$ cat config.mk
export PLATFORM = sky130hd
export DESIGN_NAME = wdg_watchdog
export DESIGN_NICKNAME = d
export VERILOG_FILES = /design/src/rtl/wdg_pkg.sv /design/src/rtl/wdg_watchdog.sv /design/src/rtl/wdg_interval_counter.sv
export SDC_FILE = /design/constraint.sdc
export NUM_CORES = 1
export LEC_CHECK = 0
export BUFFER_PORTS_ARGS = -buffer_cell sky130_fd_sc_hd__buf_2
export CORE_ASPECT_RATIO = 0.9
export CORE_UTILIZATION = 35
export CTS_CLUSTER_DIAMETER = 200
export DETAILED_ROUTE_END_ITERATION = 12
export PLACE_DENSITY = 0.51
export REMOVE_ABC_BUFFERS = 1
export SETUP_SLACK_MARGIN = 0.1
export SLEW_MARGIN = 20
export SYNTH_ARGS = -nofsm -noshare
export SYNTH_HDL_FRONTEND = slang
export SYNTH_SLANG_ARGS = --single-unit
$ cat constraint.sdc
create_clock -name core_clk -period 2.7 [get_ports core_clk]
set_clock_uncertainty 0.2 [all_clocks]
set_input_delay 0.54 -clock core_clk [delete_from_list [all_inputs] [get_ports core_clk]]
set_output_delay 0.54 -clock core_clk [all_outputs]
set_load 0.05 [all_outputs]
$ cat src/rtl/wdg_pkg.sv
package wdg_pkg;
    localparam int unsigned CLK_HZ             = 10_000_000;
    localparam int unsigned CYCLES_PER_MS      = CLK_HZ / 1000;
    localparam int unsigned INIT_US            = 381;
    localparam int unsigned SETUP_US           = 150;
    localparam int unsigned DEFAULT_TIMEOUT_MS = 1600;
    localparam int unsigned PULLUP_TIMEOUT_MS  = 200;
    localparam int unsigned CAP_SLOPE_TENTH_MS = 774;
    localparam int unsigned CAP_OFFSET_MS      = 55;
    // least times, rounded up to whole cycles
    localparam int unsigned INIT_CYCLES  = (INIT_US * CYCLES_PER_MS + 999) / 1000;
    localparam int unsigned SETUP_CYCLES = (SETUP_US * CYCLES_PER_MS + 999) / 1000;
    localparam int unsigned DEFAULT_TIMEOUT_CYCLES = DEFAULT_TIMEOUT_MS * CYCLES_PER_MS;
    localparam int unsigned PULLUP_TIMEOUT_CYCLES  = PULLUP_TIMEOUT_MS * CYCLES_PER_MS;
    localparam int unsigned CAP_SLOPE_CYCLES       = CAP_SLOPE_TENTH_MS * CYCLES_PER_MS / 10;
    localparam int unsigned CAP_OFFSET_CYCLES      = CAP_OFFSET_MS * CYCLES_PER_MS;
    localparam int unsigned SEQ_W = 12;

    typedef enum logic [1:0] {
        ST_EVAL  = 2'b00,
        ST_SETUP = 2'b01,
        ST_RUN   = 2'b10,
        ST_OFF   = 2'b11
    } wdg_state_t;

    typedef enum logic [1:0] {
        MODE_OPEN   = 2'b00,
        MODE_PULLUP = 2'b01,
        MODE_CAP    = 2'b10
    } wdg_mode_t;
endpackage

$ cat src/rtl/wdg_watchdog.sv
`timescale 1ns/1ns
`default_nettype none
module wdg_watchdog
    import wdg_pkg::*;
#(
    parameter int unsigned CNT_W                  = 32,
    parameter int unsigned CAP_W                  = 11,
    parameter int unsigned DEFAULT_TIMEOUT_CYC    = DEFAULT_TIMEOUT_CYCLES,
    parameter int unsigned PULLUP_TIMEOUT_CYC     = PULLUP_TIMEOUT_CYCLES,
    parameter int unsigned CAP_SLOPE_CYC          = CAP_SLOPE_CYCLES,
    parameter int unsigned CAP_OFFSET_CYC         = CAP_OFFSET_CYCLES
) (
    input  wire logic             core_clk,
    input  wire logic             rst_n,
    input  wire logic             kick_input,
    input  wire logic             supervision_select,
    input  wire logic             enable_input,
    input  wire logic             timeout_program_pin,
    input  wire logic [CAP_W-1:0] timing_capacitor_nf,
    output logic                  fault_output_n,
    output logic                  fault_output_n_oe,
    output logic                  enable_mirror_output
);
    if (CNT_W < 24 || CNT_W > 32 || CAP_W < 1 || CAP_W > 16) begin : g_bad_width
        $error("wdg_watchdog: unsupported counter or capacitor width");
    end

    logic             rst_meta;
    logic             rst_sync;
    wdg_state_t       state;
    wdg_state_t       next_state;
    wdg_mode_t        mode;
    logic [SEQ_W-1:0] seq_cnt;
    logic [CNT_W-1:0] limit;
    logic             kick_prev;
    logic [CNT_W-1:0] elapsed;
    logic             expired;

    // reset released through two flops
    always_ff @(posedge core_clk or negedge rst_n) begin
        if (!rst_n) begin
            rst_meta <= 1'b0;
            rst_sync <= 1'b0;
        end else begin
            rst_meta <= 1'b1;
            rst_sync <= rst_meta;
        end
    end

    wire              active     = enable_input && supervision_select;
    wire              kick_fall  = kick_prev && !kick_input;
    wire              in_run     = (state == ST_RUN);
    wire              kick_valid = in_run && active && kick_fall;
    wire              seq_done_e = (seq_cnt == SEQ_W'(INIT_CYCLES - 1));
    wire              seq_done_s = (seq_cnt == SEQ_W'(SETUP_CYCLES - 1));
    wire [CNT_W-1:0]  cap_limit  = CNT_W'(timing_capacitor_nf) * CNT_W'(CAP_SLOPE_CYC)
                                   + CNT_W'(CAP_OFFSET_CYC);
    wire wdg_mode_t   eval_mode  = timeout_program_pin ? MODE_PULLUP :
                                   (timing_capacitor_nf != '0) ? MODE_CAP : MODE_OPEN;
    wire [CNT_W-1:0]  eval_limit = (eval_mode == MODE_CAP)    ? cap_limit :
                                   (eval_mode == MODE_PULLUP) ? CNT_W'(PULLUP_TIMEOUT_CYC) :
                                   CNT_W'(DEFAULT_TIMEOUT_CYC);
    wire              next_fault = in_run && active && expired && !kick_fall;

    always_comb begin
        next_state = state;
        case (state)
            ST_EVAL: begin
                if (seq_done_e) begin
                    next_state = active ? ST_SETUP : ST_OFF;
                end
            end
            ST_SETUP: begin
                if (!active) begin
                    next_state = ST_OFF;
                end else if (seq_done_s) begin
                    next_state = ST_RUN;
                end
            end
            ST_RUN: begin
                if (!active) begin
                    next_state = ST_OFF;
                end
            end
            ST_OFF: begin
                if (active) begin
                    next_state = ST_SETUP;
                end
            end
            default: begin
                next_state = ST_EVAL;
            end
        endcase
    end

    always_ff @(posedge core_clk or negedge rst_sync) begin
        if (!rst_sync) begin
            state <= ST_EVAL;
        end else begin
            state <= next_state;
        end
    end

    // shared sequencer for evaluation and setup intervals
    always_ff @(posedge core_clk or negedge rst_sync) begin
        if (!rst_sync) begin
            seq_cnt <= '0;
        end else if (next_state != state) begin
            seq_cnt <= '0;
        end else if (state == ST_EVAL || state == ST_SETUP) begin
            seq_cnt <= seq_cnt + 1'b1;
        end
    end

    // timing pin configuration caught once at end of evaluation
    always_ff @(posedge core_clk or negedge rst_sync) begin
        if (!rst_sync) begin
            mode  <= MODE_OPEN;
            limit <= CNT_W'(DEFAULT_TIMEOUT_CYC);
        end else if (state == ST_EVAL && seq_done_e) begin
            mode  <= eval_mode;
            limit <= eval_limit;
        end
    end

    always_ff @(posedge core_clk or negedge rst_sync) begin
        if (!rst_sync) begin
            kick_prev <= 1'b0;
        end else begin
            kick_prev <= kick_input;
        end
    end

    wdg_interval_counter #(
        .CNT_W (CNT_W)
    ) u_interval (
        .clk     (core_clk),
        .rst_n   (rst_sync),
        .clear   (!in_run || !active || kick_fall),
        .run     (in_run && active),
        .limit   (limit),
        .elapsed (elapsed),
        .expired (expired)
    );

    // open-drain fault pin: level is always low, enable pulls it
    always_ff @(posedge core_clk or negedge rst_sync) begin
        if (!rst_sync) begin
            fault_output_n       <= 1'b0;
            fault_output_n_oe    <= 1'b0;
            enable_mirror_output <= 1'b0;
        end else begin
            fault_output_n       <= 1'b0;
            fault_output_n_oe    <= next_fault;
            enable_mirror_output <= enable_input;
        end
    end
endmodule // wdg_watchdog
`default_nettype wire

$ cat src/rtl/wdg_interval_counter.sv
`timescale 1ns/1ns
`default_nettype none
module wdg_interval_counter #(
    parameter int CNT_W = 32
) (
    input  wire logic             clk,
    input  wire logic             rst_n,
    input  wire logic             clear,
    input  wire logic             run,
    input  wire logic [CNT_W-1:0] limit,
    output logic      [CNT_W-1:0] elapsed,
    output logic                  expired
);
    logic [CNT_W-1:0] count;
    wire              at_limit = (count >= limit);

    // saturates at the limit so the fault holds until a clear
    always_ff @(posedge clk or negedge rst_n) begin
        if (!rst_n) begin
            count <= '0;
        end else if (clear) begin
            count <= '0;
        end else if (run && !at_limit) begin
            count <= count + 1'b1;
        end
    end

    assign elapsed = count;
    assign expired = at_limit;
endmodule // wdg_interval_counter
`default_nettype wire

==> impl_metrics.ini <==
[setup_path]
cp_max_fo = 5
start_kind = input port
crit_type = input port to flip-flop
rrSetupSlack_ns = -0.17
arrival_ns = 5.67
r2r_cells = 12
r2r-end = u_interval.elapsed[24]
r2r_start = u_interval.elapsed[17]
worstPathRequired_ns = 2.72
cp-end-kind = flip-flop

[floorplan]
ios = 20
die-area_um2 = 25890
die_w_um = 169.5
core_um2 = 24530
die_y_um = 152.7
start_util_pct = 36.03
rows = 54

[sta]
finalMaxSlewViolations = 0
hold_violations = 0
fmax_mhz = 176.9
max_slew_margin_pct = 47.23
period_share_pct = 209.4
worst_slew_pin_slew_ns = 0.7898
setup_viol = 52
worst_slack_ns = -2.955
rsz0062_at_grt = yes
fin_crit_ns = 5.655

[drt]
viasPerCell = 4.898
drc = 0
dr.pass1.iters = 4
via_count = 7841
antenna_left = 0
wl_per_cell_um = 15.29
drt_iter0_markers = 267
routed_wirelength_um = 24480

[hold_path]
hold_class = flip-flop to async pin

[global_routing]
antenna_found_initial = 0
overflow = 0
track_usage_pct = 20.12
grt.busiest_layer = met2
met2_usage_pct = 31.92
grt_pass1_wl_um = 41720
grt_pass1_vias = 8299
grtUsageMet3_pct = 3.351
grt_max_degree = 34
met1_usage_pct = 29.12

[yosys]
synth_seq_cells = 79
synth_edf_count = 0
synth_top_area_cell = dfrtp_1
synthMostInstantiatedCell = inv_1
yosysUniqueCellTypes = 82
syn_area_per_cell_um2 = 9.064
netlist_area_um2 = 8837
synth.area.top_cells = dfrtp_1, ha_1, fa_1, inv_1, xnor2_1
synth_commonest_cells = inv_1, ha_1, dfrtp_1
async_flop_share_pct = 100.0
synth_cells = 975
synth_top_area_share_pct = 20.39
ys.warnings.count = 0
synthFlopType = dfrtp_1
ys_seq_area_share_pct = 22.47

[cts]
path_clk_slew_ns = 0.06
htree_levels = 3
insertion_delay_ns = 0.34
clock_sinks = 79
cts_made_buffers = 9
cts_tree = built
cts_buffer_depth = 2
clockRootBuffer = clkbuf_16

[job]
maxCapViolCount = 0

[placed_design]
port_buffers = 18
place_area_um2 = 11000
dp_hpwl_um = 18570
gp_congestion = 0.8754

[layout]
multi_input_area_um2 = 7505
final.fill_count = 2159
n_antenna_cell = 0
finalNetCount = 1460
seq_area_um2 = 1989
synthToLayoutAreaGrowth_pct = 50.15
drive_gt1_share_pct = 43.48
final_cell_area_um2 = 13270

[run_status]
violations = negative setup slack
status = finished, violations left
[logic make-up after synthesis]
logic type / Yosys count / share of synthesized area (%)
AO/OA/AOI/OAI: 172 / 13.22
multiplexers: 1 / 0.1133
flip-flops: 79 / 22.47
adder cells (fa/ha/maj): 183 / 31.26
other: 2 / 0.08498
buffers and inverters: 181 / 8.382
AND/OR/NAND/NOR: 278 / 16.64
XOR/XNOR: 79 / 7.829
[routing by layer]
layer  wire length, µm  up-vias
li1                  -     3909
met1             12260     3823
met2             10990       87
met3              1014       22
met4               218        0
met5                 0        -
[worst max-delay path by stage]
stage,startpoint,end,slack [ns]
final,timing_capacitor_nf[4],limit[30],-2.95
after global routing,timing_capacitor_nf[4],limit[30],-3.15
after CTS,timing_capacitor_nf[10],limit[30],-2.86
after detailed placement,timing_capacitor_nf[8],limit[30],-3.60
after global placement,timing_capacitor_nf[2],limit[30],-3.49
after floorplan,timing_capacitor_nf[2],limit[30],-3.31
[registers in the layout (all words and copies together), names as in the netlist]
signal / cells
enable_mirror_output: 1
fault_output_n_oe: 1
kick_prev: 1
limit: 28
rst_meta: 1
rst_sync: 1
seq_cnt: 12
state: 2
u_interval.elapsed: 32
[stage by stage]
stage               utilization, %  std cells  setup TNS [ns]  setup slack (ns)  hold slack, ns
floorplan                        -        945          -68.13            -3.311         0.04441
global placement             44.84       1538          -80.41            -3.487         0.09316
detailed placement           44.84       1538          -82.93            -3.601         0.09116
CTS                          52.90       1588          -55.49            -2.864         0.09770
global route                 54.10       1601          -65.08            -3.147          0.1066
finish                       54.10       1601          -58.09            -2.955         0.07037
[repair_timing]
action / in CTS / in global routing
endpoints found under the hold margin: 2 / 0
hold buffers: 1 / 0
setup buffers: 31 / 14
pin swaps: 164 / 47
setup endpoints to repair: 58 / 58
gates resized for setup: 277 / 48
gates cloned: 2 / 0
[critical path, cell delays in order]
cell and delay [ns]:
buf_8 0.10, fa_2 0.59, inv_2 0.05, fa_1 0.47, fa_1 0.53, inv_2 0.04, fa_1 0.49, inv_2 0.05
fa_1 0.51, inv_2 0.05, ha_4 0.30, buf_6 0.10, nand4_1 0.13, a211oi_2 0.26, a211oi_2 0.09, buf_4 0.17
o211ai_1 0.25, nand3_2 0.18, xor2_4 0.24, nor4_4 0.28, xor2_1 0.17, o22ai_1 0.09
[cell type report]
class	instances	area share [%]
well taps	336	3.168
flip-flops and latches	79	14.99
multi-input cells	716	56.56
clock buffers	9	1.697
inverters	151	4.309
repair buffers	303	18.73
clock inverters	7	0.5469
[cell usage in the layout (no fill, tap or decap), types with 33 or more instances in the layout]
cell     netlist  layout
nand2_1       62      55
dfrtp_1       72      71
nor2_1        68      56
xnor2_1       49      41
fa_1          63      56
ha_1         120      87
inv_1        151     124
buf_6          2      36
ha_4           0      33
buf_4          4     243
Power is left out: the tool's default activity adds up to more than one toggle a clock period on the data nets, which glitch-free logic cannot reach.
